===== src/inc/tcc_pkg.sv =====
/*
  Constants for the timer channel 2 compare and mode control block:
  register offsets, field positions, mode codes.
  Assumes nothing beyond a SystemVerilog compiler.
*/
package tcc_pkg;
  // ****************************************
  // Register byte offsets
  // ****************************************
  localparam logic [7:0] ADDR_CTL  = 8'h1c;
  localparam logic [7:0] ADDR_EN   = 8'h20;
  localparam logic [7:0] ADDR_CV   = 8'h40;
  localparam logic [7:0] ADDR_ADD  = 8'h44;
  localparam logic [7:0] ADDR_CFG  = 8'h48;
  localparam logic [7:0] ADDR_STAT = 8'h4c;

  // ****************************************
  // Field positions
  // ****************************************
  localparam int B_MS_HI   = 30;
  localparam int B_ADD_SEN = 28;
  localparam int B_CLR_EN  = 7;
  localparam int B_MODE    = 4;
  localparam int B_SEN     = 3;
  localparam int B_MS_LO   = 0;
  localparam int B_CH2_ENABLE   = 8;
  localparam int B_CH2_POLARITY    = 9;
  localparam int B_MULTI_CH2_ENABLE  = 10;
  localparam int B_MULTI_CH2_POLARITY   = 11;
  localparam int B_PROTECTION_LEVEL    = 0;
  localparam int B_MSEL    = 2;
  localparam int B_CPWM    = 4;
  localparam int B_SPM     = 5;
  localparam int B_ST_PREP = 0;
  localparam int B_ST_ISEL = 1;
  localparam int B_ST_DOWN = 2;

  // ****************************************
  // Mode codes
  // ****************************************
  localparam logic [2:0] OC_TIMING = 3'h0;
  localparam logic [2:0] OC_SET    = 3'h1;
  localparam logic [2:0] OC_CLR    = 3'h2;
  localparam logic [2:0] OC_TOG    = 3'h3;
  localparam logic [2:0] OC_FLO    = 3'h4;
  localparam logic [2:0] OC_FHI    = 3'h5;
  localparam logic [2:0] OC_PWM0   = 3'h6;
  localparam logic [2:0] OC_PWM1   = 3'h7;
  localparam logic [2:0] IO_OUT    = 3'h0;
  localparam logic [2:0] IO_OWN    = 3'h1;
  localparam logic [2:0] IO_CH3    = 3'h2;
  localparam logic [2:0] IO_ITRG   = 3'h3;
  localparam logic [2:0] IO_MULTI  = 3'h4;
  localparam logic [1:0] MSEL_NONE = 2'h0;
  localparam logic [1:0] MSEL_BOTH = 2'h3;
  localparam logic [1:0] PROTECTION_LEVEL_MAX  = 2'h3;
  localparam logic [1:0] HTRANS_NS = 2'h2;
endpackage : tcc_pkg


===== src/inc/tcc_cmp_if.sv =====
/*
  Carrier between the control top and the compare generator.
  Assumes both ends sit on the same clock.
*/
`timescale 1ns/100ps
`default_nettype none
interface tcc_cmp_if #(parameter int CNT_W = 16);
  logic [2:0]       mode;
  logic             clear_en;
  logic             composite;
  logic             count_down;
  logic             tick;
  logic             ext_trig;
  logic [CNT_W-1:0] counter;
  logic [CNT_W-1:0] cv;
  logic [CNT_W-1:0] add_cv;
  logic             prep;
  modport ctl (output mode, clear_en, composite, count_down, tick,
               ext_trig, counter, cv, add_cv, input prep);
  modport gen (input mode, clear_en, composite, count_down, tick,
               ext_trig, counter, cv, add_cv, output prep);
endinterface : tcc_cmp_if
`default_nettype wire


===== src/tcc_ch2_oc.sv =====
/*
  Channel 2 output-prepare generator.
  Assumes counter, compare values and tick share the block clock.
*/
`timescale 1ns/100ps
`default_nettype none
module tcc_ch2_oc (
  input  wire logic ref_clk,
  input  wire logic rst_n,
  input  wire logic clk_en,
  tcc_cmp_if.gen    cif
);
  import tcc_pkg::*;

  typedef struct packed {
    logic prep;
  } tcc_oc_st_t;

  tcc_oc_st_t st_q;
  tcc_oc_st_t st_d;
  logic       lt;
  logic       gt;
  logic       eq;
  logic       act;

  // Composite window: active from main compare up to the extra compare
  function automatic logic in_win(input logic [31:0] c,
                                  input logic [31:0] lo,
                                  input logic [31:0] hi);
    in_win = (c >= lo) && (c < hi);
  endfunction : in_win

  assign lt = cif.counter < cif.cv;
  assign gt = cif.counter > cif.cv;
  assign eq = cif.counter == cif.cv;
  assign cif.prep = st_q.prep;

  always_comb begin
    st_d = st_q;
    act  = 1'b0;
    if (cif.composite) begin
      act = in_win(32'(cif.counter), 32'(cif.cv), 32'(cif.add_cv));
    end else if (cif.count_down) begin
      act = ~gt;
    end else begin
      act = lt;
    end
    // Match and PWM levels only move with the tick; modes 100/101 and the clear act at once
    case (cif.mode)
      OC_TIMING: st_d.prep = st_q.prep;
      OC_SET: if (cif.tick && eq) st_d.prep = 1'b1;
      OC_CLR: if (cif.tick && eq) st_d.prep = 1'b0;
      OC_TOG: if (cif.tick && eq) st_d.prep = ~st_q.prep;
      OC_FLO: st_d.prep = 1'b0;
      OC_FHI: st_d.prep = 1'b1;
      OC_PWM0: if (cif.tick) st_d.prep = act;
      OC_PWM1: if (cif.tick) st_d.prep = ~act;
      default: st_d.prep = st_q.prep;
    endcase
    if (cif.clear_en && cif.ext_trig) begin
      st_d.prep = 1'b0;
    end
  end

  always_ff @(posedge ref_clk or negedge rst_n) begin
    if (!rst_n) begin
      st_q <= '0;
    end else if (clk_en) begin
      st_q <= st_d;
    end
  end
endmodule : tcc_ch2_oc
`default_nettype wire


===== src/tcc_ch2_ctrl.sv =====
/*
  Timer channel 2 compare mode control: register file on AHB-Lite,
  shadowed compare values, write locks, input selection, outputs.
  Assumes counter, direction, tick, update event and filtered inputs
  come from timer logic on ref_clk; the external trigger is a pin.
*/
// Behaviour
// - Clear enable plus high external trigger forces output-prepare low.
// - Output-prepare is active high; primary output inverts by its polarity.
// - Multi-mode select 11 drives multi output too, own polarity each.
// - Timing mode holds output-prepare unchanged.
// - On match: mode 001 sets, 010 clears, 011 toggles.
// - Mode 100 forces low, mode 101 forces high.
// - PWM0: up active below compare; down inactive above, else active.
// - PWM1: up inactive below compare; down active above, else inactive.
// - Composite PWM in output mode uses main and extra compare values.
// - PWM level changes only on mode entry or comparison change.
// - Protection 11 with output mode locks compare mode and shadow bit.
// - Shadow on: writes wait for update event; off: take effect now.
// - I/O mode field writable only while the channel is disabled.
// - Mode 00 output, 01 own input, 10 channel 3 input.
// - Mode 11 picks internal trigger, valid only if one is selected.
// - Mode 100 picks multi channel input; 101 to 111 reserved.
// - Mode field top bit sits at bit 30 of the control register.
`timescale 1ns/100ps
`default_nettype none
module tcc_ch2_ctrl #(
  parameter int CNT_W = 16
) (
  input  wire logic             ref_clk,
  input  wire logic             resetn,
  input  wire logic             clk_en,
  input  wire logic             hsel,
  input  wire logic [31:0]      haddr,
  input  wire logic [1:0]       htrans,
  input  wire logic             hwrite,
  input  wire logic [2:0]       hsize,
  input  wire logic [31:0]      hwdata,
  input  wire logic             hready,
  output logic                  hreadyout,
  output logic [31:0]           hrdata,
  output logic                  hresp,
  input  wire logic [CNT_W-1:0] counter_value,
  input  wire logic             count_down,
  input  wire logic             cnt_tick,
  input  wire logic             update_event,
  input  wire logic             ext_trigger_pin,
  input  wire logic             ch2_own_filtered_in,
  input  wire logic             ch3_cross_filtered_in,
  input  wire logic             multi_ch2_filtered_in,
  input  wire logic             internal_trigger_sel,
  input  wire logic             trigger_is_internal,
  output logic                  ch2_primary_out,
  output logic                  multi_ch2_out,
  output logic                  ch2_input_select
);
  import tcc_pkg::*;

  // ****************************************
  // State
  // ****************************************
  typedef struct packed {
    logic             ext_s1;
    logic             ext_s2;
    logic             dph_wr;
    logic [7:0]       dph_addr;
    logic             hready;
    logic             hresp;
    logic [31:0]      rdata;
    logic             clr_en;
    logic [2:0]       oc_mode;
    logic             sen;
    logic             add_sen;
    logic [2:0]       io_mode;
    logic             ch2_en;
    logic             ch2_pol;
    logic             mch2_en;
    logic             mch2_pol;
    logic [1:0]       protection_level;
    logic [1:0]       msel;
    logic             cpwm;
    logic             single_pulse_mode;
    logic [CNT_W-1:0] cv_sh;
    logic [CNT_W-1:0] cv;
    logic [CNT_W-1:0] add_sh;
    logic [CNT_W-1:0] add_cv;
    logic             out_p;
    logic             out_m;
    logic             isel;
  } tcc_st_t;

  localparam tcc_st_t ST_RST = '{hready: 1'b1, default: '0};

  tcc_st_t   st_q;
  tcc_st_t   st_d;
  logic      rst_s1_q;
  logic      rst_n;
  logic      prep;
  logic      lock;
  logic      ms_ok;
  logic      take;
  logic [31:0] wd;
  tcc_cmp_if #(.CNT_W(CNT_W)) cif ();

  // ****************************************
  // Functions
  // ****************************************
  function automatic logic is_output(input logic [2:0] m);
    is_output = (m == IO_OUT);
  endfunction : is_output

  function automatic logic pin_level(input logic en,
                                     input logic p,
                                     input logic pol);
    pin_level = en && (p ^ pol);
  endfunction : pin_level

  // Mode field may change only while every enable in use is clear
  function automatic logic ch_idle(input tcc_st_t s);
    case (s.msel)
      MSEL_NONE: ch_idle = ~s.ch2_en;
      default:   ch_idle = ~s.ch2_en && ~s.mch2_en;
    endcase
  endfunction : ch_idle

  // Reserved and unmapped bits read as zero
  function automatic logic [31:0] rd_reg(input tcc_st_t s,
                                         input logic [7:0] a,
                                         input logic p);
    rd_reg = '0;
    case (a)
      ADDR_CTL: begin
        rd_reg[B_MS_HI]          = s.io_mode[2];
        rd_reg[B_ADD_SEN]        = s.add_sen;
        rd_reg[B_CLR_EN]         = s.clr_en;
        rd_reg[B_MODE +: 3]      = s.oc_mode;
        rd_reg[B_SEN]            = s.sen;
        rd_reg[B_MS_LO +: 2]     = s.io_mode[1:0];
      end
      ADDR_EN: begin
        rd_reg[B_CH2_ENABLE]  = s.ch2_en;
        rd_reg[B_CH2_POLARITY]   = s.ch2_pol;
        rd_reg[B_MULTI_CH2_ENABLE] = s.mch2_en;
        rd_reg[B_MULTI_CH2_POLARITY]  = s.mch2_pol;
      end
      ADDR_CV:  rd_reg[CNT_W-1:0] = s.cv_sh;
      ADDR_ADD: rd_reg[CNT_W-1:0] = s.add_sh;
      ADDR_CFG: begin
        rd_reg[B_PROTECTION_LEVEL +: 2] = s.protection_level;
        rd_reg[B_MSEL +: 2] = s.msel;
        rd_reg[B_CPWM]      = s.cpwm;
        rd_reg[B_SPM]       = s.single_pulse_mode;
      end
      ADDR_STAT: begin
        rd_reg[B_ST_PREP] = p;
        rd_reg[B_ST_ISEL] = s.isel;
        rd_reg[B_ST_DOWN] = count_down;
      end
      default: rd_reg = '0;
    endcase
  endfunction : rd_reg

  // ****************************************
  // Reset release
  // ****************************************
  // Release through two flops so no state leaves reset on a late edge
  always_ff @(posedge ref_clk or negedge resetn) begin
    if (!resetn) begin
      rst_s1_q <= 1'b0;
      rst_n    <= 1'b0;
    end else begin
      rst_s1_q <= 1'b1;
      rst_n    <= rst_s1_q;
    end
  end

  // ****************************************
  // Compare generator
  // ****************************************
  assign cif.mode       = st_q.oc_mode;
  assign cif.clear_en   = st_q.clr_en;
  // Composite only in output mode; an input channel has no compare
  assign cif.composite  = st_q.cpwm && is_output(st_q.io_mode);
  assign cif.count_down = count_down;
  assign cif.tick       = cnt_tick;
  assign cif.ext_trig   = st_q.ext_s2;
  assign cif.counter    = counter_value;
  assign cif.cv         = st_q.cv;
  assign cif.add_cv     = st_q.add_cv;
  assign prep           = cif.prep;

  tcc_ch2_oc u_oc (
    .ref_clk (ref_clk),
    .rst_n   (rst_n),
    .clk_en  (clk_en),
    .cif     (cif)
  );

  // ****************************************
  // Next state
  // ****************************************
  // Lock spares the clear enable; only mode and shadow bit are held
  assign lock = (st_q.protection_level == PROTECTION_LEVEL_MAX) && is_output(st_q.io_mode);
  assign take = hsel && hready && (htrans == HTRANS_NS);
  assign wd   = hwdata;

  always_comb begin
    st_d = st_q;
    // Trigger pin is asynchronous; only the second stage is read
    st_d.ext_s1 = ext_trigger_pin;
    st_d.ext_s2 = st_q.ext_s1;
    ms_ok = ch_idle(st_q);
    // Update event loads shadows before any same-cycle write lands
    if (update_event && st_q.sen) begin
      st_d.cv = st_q.cv_sh;
    end
    if (update_event && st_q.add_sen) begin
      st_d.add_cv = st_q.add_sh;
    end
    if (st_q.dph_wr) begin
      case (st_q.dph_addr)
        ADDR_CTL: begin
          st_d.clr_en  = wd[B_CLR_EN];
          st_d.add_sen = wd[B_ADD_SEN];
          if (!lock) begin
            st_d.oc_mode = wd[B_MODE +: 3];
            st_d.sen     = wd[B_SEN];
          end
          if (ms_ok) begin
            st_d.io_mode = {wd[B_MS_HI], wd[B_MS_LO +: 2]};
          end
        end
        ADDR_EN: begin
          st_d.ch2_en   = wd[B_CH2_ENABLE];
          st_d.ch2_pol  = wd[B_CH2_POLARITY];
          st_d.mch2_en  = wd[B_MULTI_CH2_ENABLE];
          st_d.mch2_pol = wd[B_MULTI_CH2_POLARITY];
        end
        ADDR_CV: begin
          st_d.cv_sh = wd[CNT_W-1:0];
          if (!st_q.sen) st_d.cv = wd[CNT_W-1:0];
        end
        ADDR_ADD: begin
          st_d.add_sh = wd[CNT_W-1:0];
          if (!st_q.add_sen) st_d.add_cv = wd[CNT_W-1:0];
        end
        ADDR_CFG: begin
          st_d.protection_level = wd[B_PROTECTION_LEVEL +: 2];
          st_d.msel = wd[B_MSEL +: 2];
          st_d.cpwm = wd[B_CPWM];
          st_d.single_pulse_mode  = wd[B_SPM];
        end
        default: st_d.cpwm = st_q.cpwm;
      endcase
    end
    // Bus: zero wait states, read data registered at the address edge
    st_d.hready   = 1'b1;
    // Only whole words are served, so every answer is OKAY
    st_d.hresp    = 1'b0;
    st_d.dph_wr   = take && hwrite;
    st_d.dph_addr = haddr[7:0];
    if (take && !hwrite) begin
      st_d.rdata = rd_reg(st_q, haddr[7:0], prep);
    end
    // Outputs: active-high prepare through each polarity
    st_d.out_p = is_output(st_q.io_mode)
                 && pin_level(st_q.ch2_en, prep, st_q.ch2_pol);
    st_d.out_m = is_output(st_q.io_mode) && (st_q.msel == MSEL_BOTH)
                 && pin_level(st_q.mch2_en, prep, st_q.mch2_pol);
    case (st_q.io_mode)
      IO_OWN:   st_d.isel = ch2_own_filtered_in;
      IO_CH3:   st_d.isel = ch3_cross_filtered_in;
      IO_ITRG:  st_d.isel = trigger_is_internal
                            && internal_trigger_sel;
      IO_MULTI: st_d.isel = multi_ch2_filtered_in;
      default:  st_d.isel = 1'b0;
    endcase
  end

  // ****************************************
  // State register
  // ****************************************
  // Frozen by clk_en, bus included, so keep it high during traffic
  always_ff @(posedge ref_clk or negedge rst_n) begin
    if (!rst_n) begin
      st_q <= ST_RST;
    end else if (clk_en) begin
      st_q <= st_d;
    end
  end

  // ****************************************
  // Outputs
  // ****************************************
  assign hreadyout        = st_q.hready;
  assign hrdata           = st_q.rdata;
  assign hresp            = st_q.hresp;
  assign ch2_primary_out  = st_q.out_p;
  assign multi_ch2_out    = st_q.out_m;
  assign ch2_input_select = st_q.isel;

  // Unused bus qualifiers: only whole-word single transfers are served
  logic unused_ok;
  assign unused_ok = ^{hsize, haddr[31:8]};
endmodule : tcc_ch2_ctrl
`default_nettype wire


===== config.mk =====
export PLATFORM = sky130hd
export DESIGN_NAME = tcc_ch2_ctrl
export DESIGN_NICKNAME = d
export VERILOG_FILES = /design/src/inc/tcc_pkg.sv /design/src/inc/tcc_cmp_if.sv /design/src/tcc_ch2_oc.sv /design/src/tcc_ch2_ctrl.sv
export SDC_FILE = /design/constraint.sdc
export NUM_CORES = 1
export LEC_CHECK = 0
export BUFFER_PORTS_ARGS = -buffer_cell sky130_fd_sc_hd__buf_2
export CAP_MARGIN = 0
export CORE_UTILIZATION = 50
export CTS_CLUSTER_DIAMETER = 100
export DETAILED_ROUTE_END_ITERATION = 8
export PLACE_DENSITY = 0.77
export SYNTH_ARGS = -nofsm -noshare
export SYNTH_HDL_FRONTEND = slang
export SYNTH_SLANG_ARGS = --single-unit

===== constraint.sdc =====
create_clock -name ref_clk -period 3.4 [get_ports ref_clk]
set_input_delay 0.34 -clock ref_clk [delete_from_list [all_inputs] [get_ports ref_clk]]
set_output_delay 0.34 -clock ref_clk [all_outputs]
set_load 0.01 [all_outputs]

* After elaboration in Yosys (flattened, before gate mapping) *
Index checks and enable logic that the tools add are counted.

cells by class
  muxes and demuxes = 26
  $lt $le $gt $ge = 4
  bitwise gates (word level) = 8
  equal/unequal tests = 32
  reductions and logical operators = 31

operator list
  kind                                           number
  2-to-1 mux 16 bit                              5
  == test 8 x 7 -> 1 bit, second input constant  7
  2-to-1 mux 48 bit                              1
  less-than comparator 16 bit                    2
  2-to-1 mux 32 bit                              1
  logical AND 1 bit                              18
  == test 16 bit                                 1
  == test 8 x 5 -> 1 bit, second input constant  2
  == test 8 x 6 -> 1 bit, second input constant  2
  greater-or-equal comparator 16 bit             1
  greater-than comparator 16 bit                 1
  == test 3 bit, second input constant           5
  AND reduction 3 bit                            5
  == test 3 x 2 -> 1 bit, second input constant  4
  one-hot mux 3 bit (4 select lines)             1
  one-hot mux 4 bit (3 select lines)             1
  2-to-1 mux 1 bit                               11
  one-hot mux 2 bit (5 select lines)             1
  != test 3 x 1 -> 1 bit, second input constant  3
  one-hot mux 1 bit (4 select lines)             2
  one-hot mux 4 bit (2 select lines)             1
  AND reduction 4 bit                            2
  one-hot mux 1 bit (7 select lines)             1
  AND reduction 7 bit                            1
  11 further kinds                               22

storage, ports and cells
  output and inout port bits = 37
  bits of input ports = 100
  logic and storage cells = 129
  register bits after elaboration = 118

* Logic depth before layout (Yosys ltp) *
Gate-level depths: netlist of run 1.

  word-level depth = 8
  depth in mapped cells = 8
  mapped depth without buffers = 8

* Modules after synthesis *
From an unflattened synthesis of run 1, not the netlist that was laid out.

second synthesis, totals
  cell total of the unflattened synthesis = 564
  area, all modules = 6517.5 um^2

modules (own cells, without submodules)
  module        cells an instance  area each (um^2)  instances  sequential area each (um^2)
  tcc_ch2_ctrl  433                5524.0            1          2927.8
  tcc_ch2_oc    131                993.5             1          25.0

* Least setup slack after synthesis of run 1 *
OpenSTA, ideal clock, no wires.

  path type = register to register
  start point = register st_q (netlist bit cif.cv[15])
  end point = register u_oc.st_q, in the netlist u_oc.cif.prep
  stages on the path, launching flop included = 9
  buffers on the path = 0
  data required time = 3.274 ns
  setup time = 0.126 ns
  clock period less this slack = 1.899 ns
  slack = 1.501 ns
  arrival = 1.772 ns
  cells stage by stage = dfrtp_1 > inv_1 > ha_1 > nand4_1 > nor4_1 > o21a_1 > o221ai_1 > a31oi_1 > mux2i_1

between the ends
  word-level cells in the longest chain between the ends = 8
  elaborated cells between the ends (all ways) = 18
  those cells by class = 3 x order compare; 4 x eq/ne; 6 x mux; 2 x bitwise; 3 x reduce/logical

ends and longest elaborated chain
  item                                RTL line             source
  from (decl)                         tcc_ch2_ctrl.sv:94   tcc_st_t st_q;
  from (signal assigned)              tcc_ch2_ctrl.sv:288  st_q <= st_d;
  greater-than comparator 16 bit      tcc_ch2_oc.sv:34     assign gt = cif.counter > cif.cv;
  NOT 1 bit                           tcc_ch2_oc.sv:44     act = ~gt;
  2-to-1 mux 1 bit                    tcc_ch2_oc.sv:43     end else if (cif.count_down) begin
  2-to-1 mux 1 bit                    tcc_ch2_oc.sv:41     if (cif.composite) begin
  NOT 1 bit                           tcc_ch2_oc.sv:57     OC_PWM1: if (cif.tick) st_d.prep = ~act;
  2-to-1 mux 1 bit                    tcc_ch2_oc.sv:57
  one-hot mux 1 bit (7 select lines)  tcc_ch2_oc.sv:49     case (cif.mode)
  2-to-1 mux 1 bit                    tcc_ch2_oc.sv:60     if (cif.clear_en && cif.ext_trig) begin
  to (signal assigned)                tcc_ch2_oc.sv:69     st_q <= st_d;
  to (decl)                           tcc_ch2_oc.sv:19     tcc_oc_st_t st_q;

Several ways; a longest one is shown, not always the timed one. The select of a mux whose other input is x is not followed.
A chain may end at the register's enable or synchronous reset.

* Final worst setup path of run 1 *
  start point = register st_q[77] (netlist bit)
  end point = register u_oc.st_q, in the netlist u_oc.cif.prep

between the ends
  word-level cells in the longest chain between the ends = 7
  elaborated cells between the ends (all ways) = 8
  those cells by class = 5 x mux; 1 x bitwise; 2 x reduce/logical

ends and longest elaborated chain
  item                                    RTL line             source
  logical NOT 3 bit (*)                   tcc_ch2_ctrl.sv:109  is_output = (m == IO_OUT);
  logical AND 1 bit (*)                   tcc_ch2_ctrl.sv:183  assign cif.composite = st_q.cpwm && is_output(st_q.io_mode);
  2-to-1 mux 1 bit (*)                    tcc_ch2_oc.sv:41
  NOT 1 bit                               tcc_ch2_oc.sv:57
  2-to-1 mux 1 bit                        tcc_ch2_oc.sv:57
  one-hot mux 1 bit (7 select lines) (*)  tcc_ch2_oc.sv:49
  2-to-1 mux 1 bit (*)                    tcc_ch2_oc.sv:60

Every way passes the cells marked *; elsewhere a longest branch is shown, timed or not. The select of a mux whose other input is x is not followed.

==> results by group, run 1 <==
Pwr
  • Max VDD drop: between 0.3 and 0.4 mV
  • Net switching power: approximately 0.85 mW
  • PnR Total Power: 3.48 mW
  • LEAKAGE: between 3 and 4 nW
  • Cell Int Power: between 2 and 3 mW
  • Power Dens Cells: approximately 480 nW/um^2
  • Net switching share of the total power: 24.4%
  • Sequential Power Share: between 40% and 50%
  • Comb pwr share: ~8.6%
  • Clock power share: around 48%

Clocking
  • Clock H-tree levels: 4
  • Setup Fix Bufs, Post-CTS: 0
  • CTS root buffer: clkbuf_16
  • CTS buffer count: 17
  • Clock sink count: 118
  • Max clock buf depth: 2
  • Clock transition at path regs: roughly 0.060 ns
  • Clk Latency, worst-skew pair: roughly 0.42 ns
  • CTS tree: yes

STA
  • Slew margin rel.: 30.0%
  • Period utilization: around four fifths
  • Unrepaired setup endpoints after global routing: no
  • Max Freq: 0.373 GHz
  • Final hold vios: 0
  • Slew Viols, Final: 0
  • Worst Tran Pin Value: 1.04 ns
  • Minimum clock period: 2.68 ns
  • Setup TNS: 0 ns
  • Final hold slack: about 0.15 ns
  • Final setup viols: 0
  • Worst setup margin: slightly above 0.7 ns
  • Clock Skew: around 0.014 ns

Global routing
  • GRT Util Overall: between 20% and 30%
  • Initial antenna violation count: 0
  • First-pass GRT wire length: ~25000 microns
  • Vias in the first global route: approximately 4800
  • Total grt overflow: 0
  • Pin count of the biggest net entering global routing: between 50 and 60

Place
  • Setup WS pre-CTS: about 0.90 ns
  • Post-DP Area: roughly 6700 sq um
  • DP HPWL: between 10000 and 15000 microns
  • GPL Wtd Cong: 0.862
  • Port buffer count: a little under 80

Routing
  • Post-route ant nets: 0
  • Via count: roughly 4800
  • DRC errors left: 0
  • Starting DRC count in detailed routing: 420
  • Final wirelength: between 15000 and 20000 microns
  • Routed WL per cell: between 15 and 20 microns
  • Pre-Repair DR Iteration Count: 5
  • Vias/cell: between 5 and 6

Yosys
  • FFs w/ async S/R, synth: 100%
  • Post-synthesis area per instance: approximately 11 sq um
  • Synthesized cell area: approximately 6300 sq um
  • Top cell type by total area after synthesis: dfrtp_1
  • Post-synth top cells: dfrtp_1 (118), mux2_2 (61), a21oi_1 (40)
  • Post-synthesis sequential area ratio: a little under half
  • Post-synth EDFFs: 0
  • Yosys Warn Count: 0
  • Most common cell in the netlist: dfrtp_1
  • Yosys reg bits: around 120
  • Largest cells by area after synthesis: dfrtp_1 (47%), mux2_2 (11%), ha_1 (6.1%)
  • Distinct cells, synth: 48
  • Top FF cell, synth: dfrtp_1
  • Synth top area share: approximately 47%
  • Post-Synthesis Cells: 589

Die
  • Die height: about 110 microns
  • Initial Utilization: roughly 52%
  • Top Ports: roughly 140
  • FP Rows: 40
  • Die area: roughly 13000 sq um
  • Chip width: around 110 microns
  • Core area: around 12000 sq um

Critical path
  • WP data required: between 3 and 4 ns
  • CP top delay family: simple AND/OR/NAND/NOR gates
  • CP max stage delay: ~0.77 ns
  • Data arrival, critical path: roughly 3 ns
  • Critical path type: reg -> reg
  • CP max stage cell: nor3_1
  • Worst Path Buf+Inv: 0
  • Startpoint types: register
  • CP endpoint kind: register
  • Cell Chain, Critical Path: nor3_1, nand2_1, a2111oi_0, o221ai_1, a2bb2oi_1, mux2i_1
  • Critical path fanouts, max: 7

Final layout
  • Area taken by flip-flops and latches: 2960 sq um
  • Multi-input gate area: 2920 sq um
  • Share of cells above drive strength 1: 28.3%
  • Post-route cell area: between 7000 and 8000 sq um
  • Final nets: 780
  • Fillers: 1039
  • Area growth, synth to finish: 14.1%
  • Diode count: 0

Status
  • Outcome: completed

Worst hold path
  • HP Class: in -> reg

Run
  • Max Cap Viol: 0
[cells in the final DEF, fill, tap and decap left out, types with 14 or more instances in the layout]
| master | instances |
|---|---|
| a2bb2oi_1 | 17 |
| mux2i_1 | 14 |
| clkbuf_16 | 17 |
| o21ai_0 | 18 |
| conb_1 | 17 |
| mux2_2 | 61 |
| buf_2 | 79 |
| inv_1 | 38 |
| a21oi_1 | 40 |
| o22ai_1 | 33 |
| ha_1 | 31 |
| nor2_1 | 36 |
| dfrtp_1 | 117 |
| nand2_1 | 37 |
[area by class of cell]
| type | count | share of cell area, % |
|---|---|---|
| Sequential cell | 118 | 41.0 |
| Multi-Input combinational cell | 390 | 40.5 |
| Clock buffer | 21 | 6.52 |
| Timing Repair Buffer | 84 | 6.03 |
| Tap cell | 168 | 2.91 |
| Inverter | 38 | 1.98 |
| Clock inverter | 9 | 1.11 |
[power groups by stage]
stage	Clock [mW]	Combinational (mW)	Sequential [mW]
global placement	0	0.283	1.53
finish	1.68	0.300	1.51
CTS	1.68	0.301	1.51
floorplan	0	0.200	1.53
global route	1.76	0.338	1.52
detailed placement	0	0.298	1.53
[final timing paths]
check                                 from  slack (ns)  cells past startpoint             to
min in group asynchronous           resetn        0.22                      2          rst_n
setup / recovery                  st_q[77]        0.72                      6  u_oc.cif.prep
max in group asynchronous            rst_n        2.12                      1       st_q[28]
setup reg to reg                  st_q[77]        0.72                      6  u_oc.cif.prep
hold / removal             ext_trigger_pin        0.15                      2      st_d[129]
hold reg to reg                   rst_s1_q        0.35                      0          rst_n
[sequential cells by signal (all words and copies together), names as in the netlist, 3 cells and up]
signal      count
st_q           56
hrdata         18
cif.add_cv     16
cif.cv         16
cif.mode        3
[kinds of logic (layout without fill, tap and decap cells)]
kind of cell	after synthesis	in the layout	synth area share (%)
AOI/OAI and AO/OA	139	139	14.5
xor gates and xnor gates	2	2	0.277
adders and majority gates	31	31	6.13
buffers and inverters	96	152	8.03
DFF	118	118	46.7
muxes	78	78	14.1
other	2	17	0.119
and+or+nand+nor	123	123	10.1
[routing by layer]
layer  global-route usage [%]  vias up  part of all wire (%)
met1                     33.0     2416                    45
met3                     5.24       20                   5.4
met5                        0        -                     0
met4                     8.48        0                   1.6
li1                         -     2202                     -
met2                     41.4      170                    48
[stage by stage]
stage	utilization (%)	cells
after floorplan	-	604
after global routing	59.4	828
after detailed placement	54.8	797
after global placement	54.8	797
final	59.4	828
after CTS	59.4	828
[timing repair]
action | in CTS | in global routing
setup endpoints to repair | 0 | 0
endpoints found under the hold margin | 2 | 0
hold buffers | 1 | 0
gates resized for setup | 0 | 0
No activity file was read; power rests on OpenSTA's default activity.
==> run 2, diff against run 1 <==
--- a/config.mk
+++ b/config.mk
@@ -7,10 +7,10 @@
 export LEC_CHECK = 0
 export BUFFER_PORTS_ARGS = -buffer_cell sky130_fd_sc_hd__buf_2
 export CAP_MARGIN = 0
-export CORE_UTILIZATION = 50
+export CORE_UTILIZATION = 55
 export CTS_CLUSTER_DIAMETER = 100
 export DETAILED_ROUTE_END_ITERATION = 8
-export PLACE_DENSITY = 0.77
+export PLACE_DENSITY = 0.81
 export SYNTH_ARGS = -nofsm -noshare
 export SYNTH_HDL_FRONTEND = slang
 export SYNTH_SLANG_ARGS = --single-unit
==> constraint.sdc (replaced) <==
create_clock -name ref_clk -period 2.7 [get_ports ref_clk]
set_input_delay 0.27 -clock ref_clk [delete_from_list [all_inputs] [get_ports ref_clk]]
set_output_delay 0.27 -clock ref_clk [all_outputs]
set_load 0.01 [all_outputs]
==> run 2 against run 1 <==
Net effect:
- combinational power rose by 29%
- highest routed layer unchanged
- hold slack got worse by 0.063 ns
- critical endpoint unchanged
- cell area increased by 1.4%
- utilization up 7.0 points
- sequential share of layout area is 0.55 points lower
- fmax rose by 16%
- via count up 2.8%
- worst setup slack lost 0.33 ns
==> results by group, run 2 (synthesized netlist as in run 1, its figures left out) <==
Global routing
  • First-pass GRT wire length: 25400 microns (+3.2%)
  • Pin count of the biggest net entering global routing: 47 (-7.8%)
  • Vias in the first global route: 5038 (+4.2%)
  • GRT Util Overall: 28.8% (+3.7 points)
  • Total grt overflow: 0 (unchanged)
  • Initial antenna violation count: 0 (unchanged)

Worst hold path
  • Hold Path Stages: 2 (unchanged)
  • HP Class: in -> reg

Die
  • Die area: 11900 sq um (-8.9%)
  • Top Ports: 137 (unchanged)
  • Initial Utilization: 57.4% (+5.3 points)
  • FP Rows: 38 (-5.0%)
  • Die height: 109 microns (-4.6%)
  • Chip width: 109 microns (-4.6%)
  • Core area: 11000 sq um (-9.3%)

Final layout
  • Share of cells above drive strength 1: 29.3% (+0.92 points)
  • Max FFs per register: 56 (unchanged)
  • Diode count: 0 (unchanged)
  • Most frequent cells in the layout: dfrtp_1 (117), buf_2 (79), mux2_2 (61)
  • Area growth, synth to finish: 15.6%
  • Final nets: 788 (+1.0%)
  • Post-route cell area: 7320 sq um (+1.4%)
  • Most flop-heavy register: st_q
  • Most common cell after layout, fill and taps aside: dfrtp_1

Critical path
  • Startpoint types: register
  • Critical path type: reg -> reg
  • CP endpoint kind: register
  • CP max stage cell: a2111oi_0
  • CP max stage delay: 0.57 ns (-0.20 ns)
  • Worst reg-to-reg path cell count: 7 (+1)
  • Cell Chain, Critical Path: inv_1, ha_1, nand4_1, a2111oi_0, o31ai_1, a2bb2oi_1, mux2i_1
  • WP data required: 3.04 ns (-0.64 ns)
  • Critical path fanouts, max: 3 (-4)
  • Data arrival, critical path: 2.65 ns (-0.32 ns)

STA
  • Worst Tran Pin Value: 0.757 ns (-0.284 ns)
  • Setup TNS: 0 ns (unchanged)
  • Final setup viols: 0 (unchanged)
  • Worst setup margin: 0.385 ns (-0.331 ns)
  • Slew margin rel.: 49.4% (+19 points)
  • Clock Skew: 0.00678 ns (-0.00693 ns)
  • Period utilization: 85.7% (+6.8 points)
  • Minimum clock period: 2.31 ns (-0.369 ns)
  • Unrepaired setup endpoints after global routing: no
  • Max Freq: 0.432 GHz (+16%)
  • Slew Viols, Final: 0 (unchanged)
  • Final hold vios: 0 (unchanged)

Pwr
  • Max VDD drop: 0.508 mV (+54%)
  • LEAKAGE: 3.60 nW (+2.4%)
  • Power Dens Cells: 629 nW/um^2 (+30%)

Routing
  • DRC errors left: 0 (unchanged)
  • Final wirelength: 15900 microns (+2.7%)
  • Pre-Repair DR Iteration Count: 5 (unchanged)
  • Via count: 4943 (+2.8%)
  • Routed WL per cell: 19.6 microns (+5.0%)
  • Starting DRC count in detailed routing: 398 (-5.2%)
  • Post-route ant nets: 0 (unchanged)
  • Vias/cell: 6.10 (+5.1%)

Place
  • DP HPWL: 11300 microns (+0.99%)
  • Post-DP Area: 6700 sq um (+0.56%)
  • Setup WS pre-CTS: 0.505 ns (-0.391 ns)
  • Port buffer count: 79 (unchanged)
  • GPL Wtd Cong: 0.915 (+6.2%)

Clocking
  • CTS tree: yes
  • Max clock buf depth: 2 (unchanged)
  • Clock H-tree levels: 4 (unchanged)
  • CTS buffer count: 17 (unchanged)
  • Clock sink count: 118 (unchanged)
  • Clock transition at path regs: 0.05 ns (about the same)
  • Setup Fix Bufs, Post-CTS: 0 (unchanged)
  • Clk Latency, worst-skew pair: 0.42 ns (about the same)
  • CTS root buffer: clkbuf_16

Run
  • Max Cap Viol: 0 (unchanged)

Status
  • Outcome: completed
run 2: final timing paths:
check                                start       endpoint  slack (ns)
max reg2reg                     cif.cv[11]  u_oc.cif.prep        0.39
max in group asynchronous            rst_n       st_q[66]        1.56
min reg2reg                          rst_n       st_q[53]        0.36
min                        ext_trigger_pin      st_d[129]        0.09
min in group asynchronous           resetn          rst_n        0.17
max                             cif.cv[11]  u_oc.cif.prep        0.39
run 2: where the power goes:
group | internal [mW] | total [mW] | switching (mW)
Combinational | 0.169 | 0.387 | 0.217
Clock | 1.54 | 2.31 | 0.775
Sequential | 1.84 | 1.90 | 0.0654
run 2: layout make-up:
class | count | area (sq um)
inverters | 38 | 143
well taps | 140 | 175
clock inverters | 9 | 123
repair buffers | 92 | 508
fillers | 840 | 3710
flip-flops and latches | 118 | 2960
multi-input cells | 390 | 2920
clock buffers | 23 | 488
run 2: timing repair:
| action | CTS | global route |
|---|---|---|
| hold buffers | 1 | 0 |
| resized for setup | 0 | 0 |
| endpoints found under the hold margin | 2 | 0 |
run 2: through the flow:
step,hold slack (ns),util (%),cells,power [mW]
6_report,0.0882,66.3,810,4.60
5_1_grt,0.0922,66.3,810,4.75
4_1_cts,0.0847,66.3,810,4.61
3_5_place_dp,0.0601,60.7,777,2.31
3_3_place_gp,0.0550,60.7,777,2.29
2_1_floorplan,-0.0256,-,604,2.18
run 2: worst max-delay path: cells and delay by family (launching register included):
| family | cells | cell delay, ns |
|---|---|---|
| AOI/OAI and AO/OA | 3 | 1.06 |
| adders and majority gates | 1 | 0.31 |
| buffers and inverters | 1 | 0.06 |
| DFF | 1 | 0.37 |
| muxes | 1 | 0.23 |
| and+or+nand+nor | 1 | 0.19 |
run 2: per-layer routing:
| metal | track usage (%) | up-vias | share of wire (%) |
|---|---|---|---|
| met5 | 0 | - | 0 |
| met4 | 11.9 | 0 | 3.0 |
| met3 | 6.28 | 48 | 6.7 |
| met2 | 47.9 | 208 | 49 |
| met1 | 36.5 | 2469 | 42 |
| li1 | - | 2218 | - |
==> run 3, diff against run 2 <==
--- a/config.mk
+++ b/config.mk
@@ -7,6 +7,7 @@
 export LEC_CHECK = 0
 export BUFFER_PORTS_ARGS = -buffer_cell sky130_fd_sc_hd__buf_2
 export CAP_MARGIN = 0
+export CORE_MARGIN = 1.5
 export CORE_UTILIZATION = 55
 export CTS_CLUSTER_DIAMETER = 100
 export DETAILED_ROUTE_END_ITERATION = 8
==> run 3 against run 2 <==
Net effect:
- flip-flop and latch count unchanged
- cell area down 1.6%
- global-route usage down 0.74 points
- die area up 1.8%
- critical endpoint unchanged
- largest power group unchanged
==> results by group, run 3 (synthesized netlist as in run 1, its figures left out) <==
Status
  • Outcome: completed

STA
  • Minimum clock period: 2.29 ns (-0.0257 ns)
  • Setup TNS: 0 ns (unchanged)
  • Unrepaired setup endpoints after global routing: no
  • Clock Skew: 0.00520 ns (-0.00158 ns)
  • Slew margin rel.: 49.4% (about the same)
  • Worst Tran Pin Value: 0.757 ns (+0.000552 ns)
  • Period utilization: 84.8% (-0.95 points)
  • Final setup viols: 0 (unchanged)
  • Final hold vios: 0 (unchanged)
  • Slew Viols, Final: 0 (unchanged)
  • Max Freq: 0.437 GHz (+1.1%)

Global routing
  • First-pass GRT wire length: 25400 microns (about the same)
  • GRT Util Overall: 28.1% (-0.74 points)
  • Pin count of the biggest net entering global routing: 61 (+30%)
  • Initial antenna violation count: 0 (unchanged)
  • Vias in the first global route: 5056 (+0.36%)
  • Total grt overflow: 0 (unchanged)

Clocking
  • Clk Latency, worst-skew pair: 0.41 ns (about the same)
  • Setup Fix Bufs, Post-CTS: 0 (unchanged)
  • Clock H-tree levels: 4 (unchanged)
  • Max clock buf depth: 2 (unchanged)
  • CTS tree: yes
  • Clock transition at path regs: 0.05 ns (about the same)
  • CTS buffer count: 17 (unchanged)
  • Clock sink count: 118 (unchanged)
  • CTS root buffer: clkbuf_16

Critical path
  • CP endpoint kind: register
  • Critical path fanouts, max: 2 (-1)
  • WP data required: 3.03 ns (about the same)
  • Crit path to: u_oc.cif.prep
  • Cell Chain, Critical Path: inv_1, ha_1, nor2b_1, o211ai_1, a2111oi_0, o31ai_1, a2bb2oi_1, mux2i_1
  • Critical path origin: cif.cv[1]
  • Critical path type: reg -> reg
  • R2R Path Start: cif.cv[1]
  • Worst reg2reg path endpoint: u_oc.cif.prep
  • Startpoint types: register
  • Data arrival, critical path: 2.62 ns (-0.03 ns)
  • CP max stage cell: a2111oi_0
  • R2r setup slk: 0.41 ns (+0.03 ns)
  • CP max stage delay: 0.58 ns (about the same)
  • Worst reg-to-reg path cell count: 8 (+1)

Run
  • Max Cap Viol: 0 (unchanged)

Pwr
  • Max VDD drop: 0.567 mV (+12%)
  • LEAKAGE: 3.54 nW (-1.6%)
  • Comb pwr share: 9.2% (+0.8 points)
  • Cell Int Power: 3.23 mW (-8.9%)
  • Sequential Power Share: 44.7% (+3.4 points)
  • Power Dens Cells: 590 nW/um^2 (-6.2%)
  • Clock power share: 46.1% (-4.2 points)
  • Net switching power: 1.02 mW (-3.6%)
  • Net switching share of the total power: 24.0% (+1.0 points)

Final layout
  • Most common cell after layout, fill and taps aside: dfrtp_1
  • Area taken by flip-flops and latches: 2960 sq um (unchanged)
  • Share of cells above drive strength 1: 28.4% (-0.88 points)
  • Fillers: 843 (+0.36%)
  • Most flop-heavy register: st_q
  • Most frequent cells in the layout: dfrtp_1 (117), buf_2 (79), mux2_2 (61)
  • Final nets: 786 (-0.25%)
  • Area growth, synth to finish: 13.8%
  • Max FFs per register: 56 (unchanged)
  • Final Non-Filler Cells: 806 (-0.49%)
  • Multi-input gate area: 2920 sq um (unchanged)
  • Diode count: 0 (unchanged)

Place
  • DP HPWL: 11300 microns (about the same)
  • GPL Wtd Cong: 0.933 (+2.0%)
  • Port buffer count: 79 (unchanged)
  • Dpl cells: 775 (-0.26%)

Routing
  • Vias/cell: 6.14 (+0.64%)
  • Routed WL per cell: 19.2 microns (-2.3%)
  • Via count: 4950 (+0.14%)
  • Post-route ant nets: 0 (unchanged)
  • Starting DRC count in detailed routing: 389 (-2.3%)
  • Pre-Repair DR Iteration Count: 5 (unchanged)
  • DRC errors left: 0 (unchanged)
  • Final wirelength: 15500 microns (-2.7%)

Die
  • Chip width: 110 microns (+0.92%)
  • Top Ports: 137 (unchanged)
  • Initial Utilization: 57.4% (unchanged)
  • Core area: 11000 sq um (unchanged)
  • Die height: 110 microns (+0.92%)
  • Die area: 12200 sq um (+1.8%)
  • FP Rows: 38 (unchanged)

Worst hold path
  • HP Class: in -> reg
-- run 3: cell types whose count changed in the layout (fill, tap and decap cells not counted), sizes merged --
cell	change
buf	-2
clkinvlp	-1
bufinv	-3
clkbuf	+2
-- run 3: critical path, delay by kind of cell, from the launching register on --
| kind | cells | cell delay [ns] |
|---|---|---|
| AND/OR/NAND/NOR | 1 | 0.14 |
| adder cells (fa/ha/maj) | 1 | 0.29 |
| buffers and inverters | 1 | 0.06 |
| flip-flops | 1 | 0.37 |
| AO/OA/AOI/OAI | 4 | 1.11 |
| multiplexers | 1 | 0.23 |
-- run 3: cell type report --
| class | instances | area share (%) |
|---|---|---|
| clock buffers | 25 | 6.74 |
| clock inverters | 5 | 0.347 |
| inverters | 38 | 1.98 |
| multi-input cells | 390 | 40.6 |
| flip-flops and latches | 118 | 41.1 |
| well taps | 140 | 2.43 |
| repair buffers | 90 | 6.85 |
-- run 3: power groups by stage --
stage	clock (mW)	combinational [mW]	sequential (mW)
after CTS	1.97	0.390	1.90
after global routing	2.06	0.437	1.91
after floorplan	0	0.252	1.92
after detailed placement	0	0.385	1.93
final	1.96	0.391	1.90
after global placement	0	0.361	1.92
-- run 3: worst min path at each step --
stage / end / start / cells after the start / slack (ns)
2_1_floorplan: rst_n / resetn / 0 / -0.03
3_3_place_gp: rst_s1_q / resetn / 1 / 0.06
6_report: st_d[129] / ext_trigger_pin / 2 / 0.09
5_1_grt: st_d[129] / ext_trigger_pin / 2 / 0.09
3_5_place_dp: rst_s1_q / resetn / 1 / 0.06
4_1_cts: st_d[129] / ext_trigger_pin / 2 / 0.09
-- run 3: per-stage QoR --
stage	power [mW]	hold slack [ns]	util [%]	area, sq um	setup slack, ns
floorplan	2.18	-0.0256	-	6390	0.730
global placement	2.28	0.0557	60.6	6680	0.585
detailed placement	2.31	0.0570	60.6	6680	0.458
CTS	4.26	0.0862	65.3	7200	0.402
global route	4.41	0.0942	65.3	7200	0.209
finish	4.25	0.0941	65.3	7200	0.411
-- run 3: what timing repair did --
action / 4_1_cts / 5_1_grt
setup endpoints to repair: 0 / 0
hold buffers: 1 / 0
hold endpoints to repair: 2 / 0
resized for setup: 0 / 0
-- run 3: layer usage --
layer / up-vias / global-route usage (%) / wire, microns
li1: 2219 / - / -
met5: - / 0 / 0
met2: 218 / 47.2 / 7650
met3: 29 / 8.05 / 1150
met1: 2484 / 35.3 / 6390
met4: 0 / 8.42 / 286
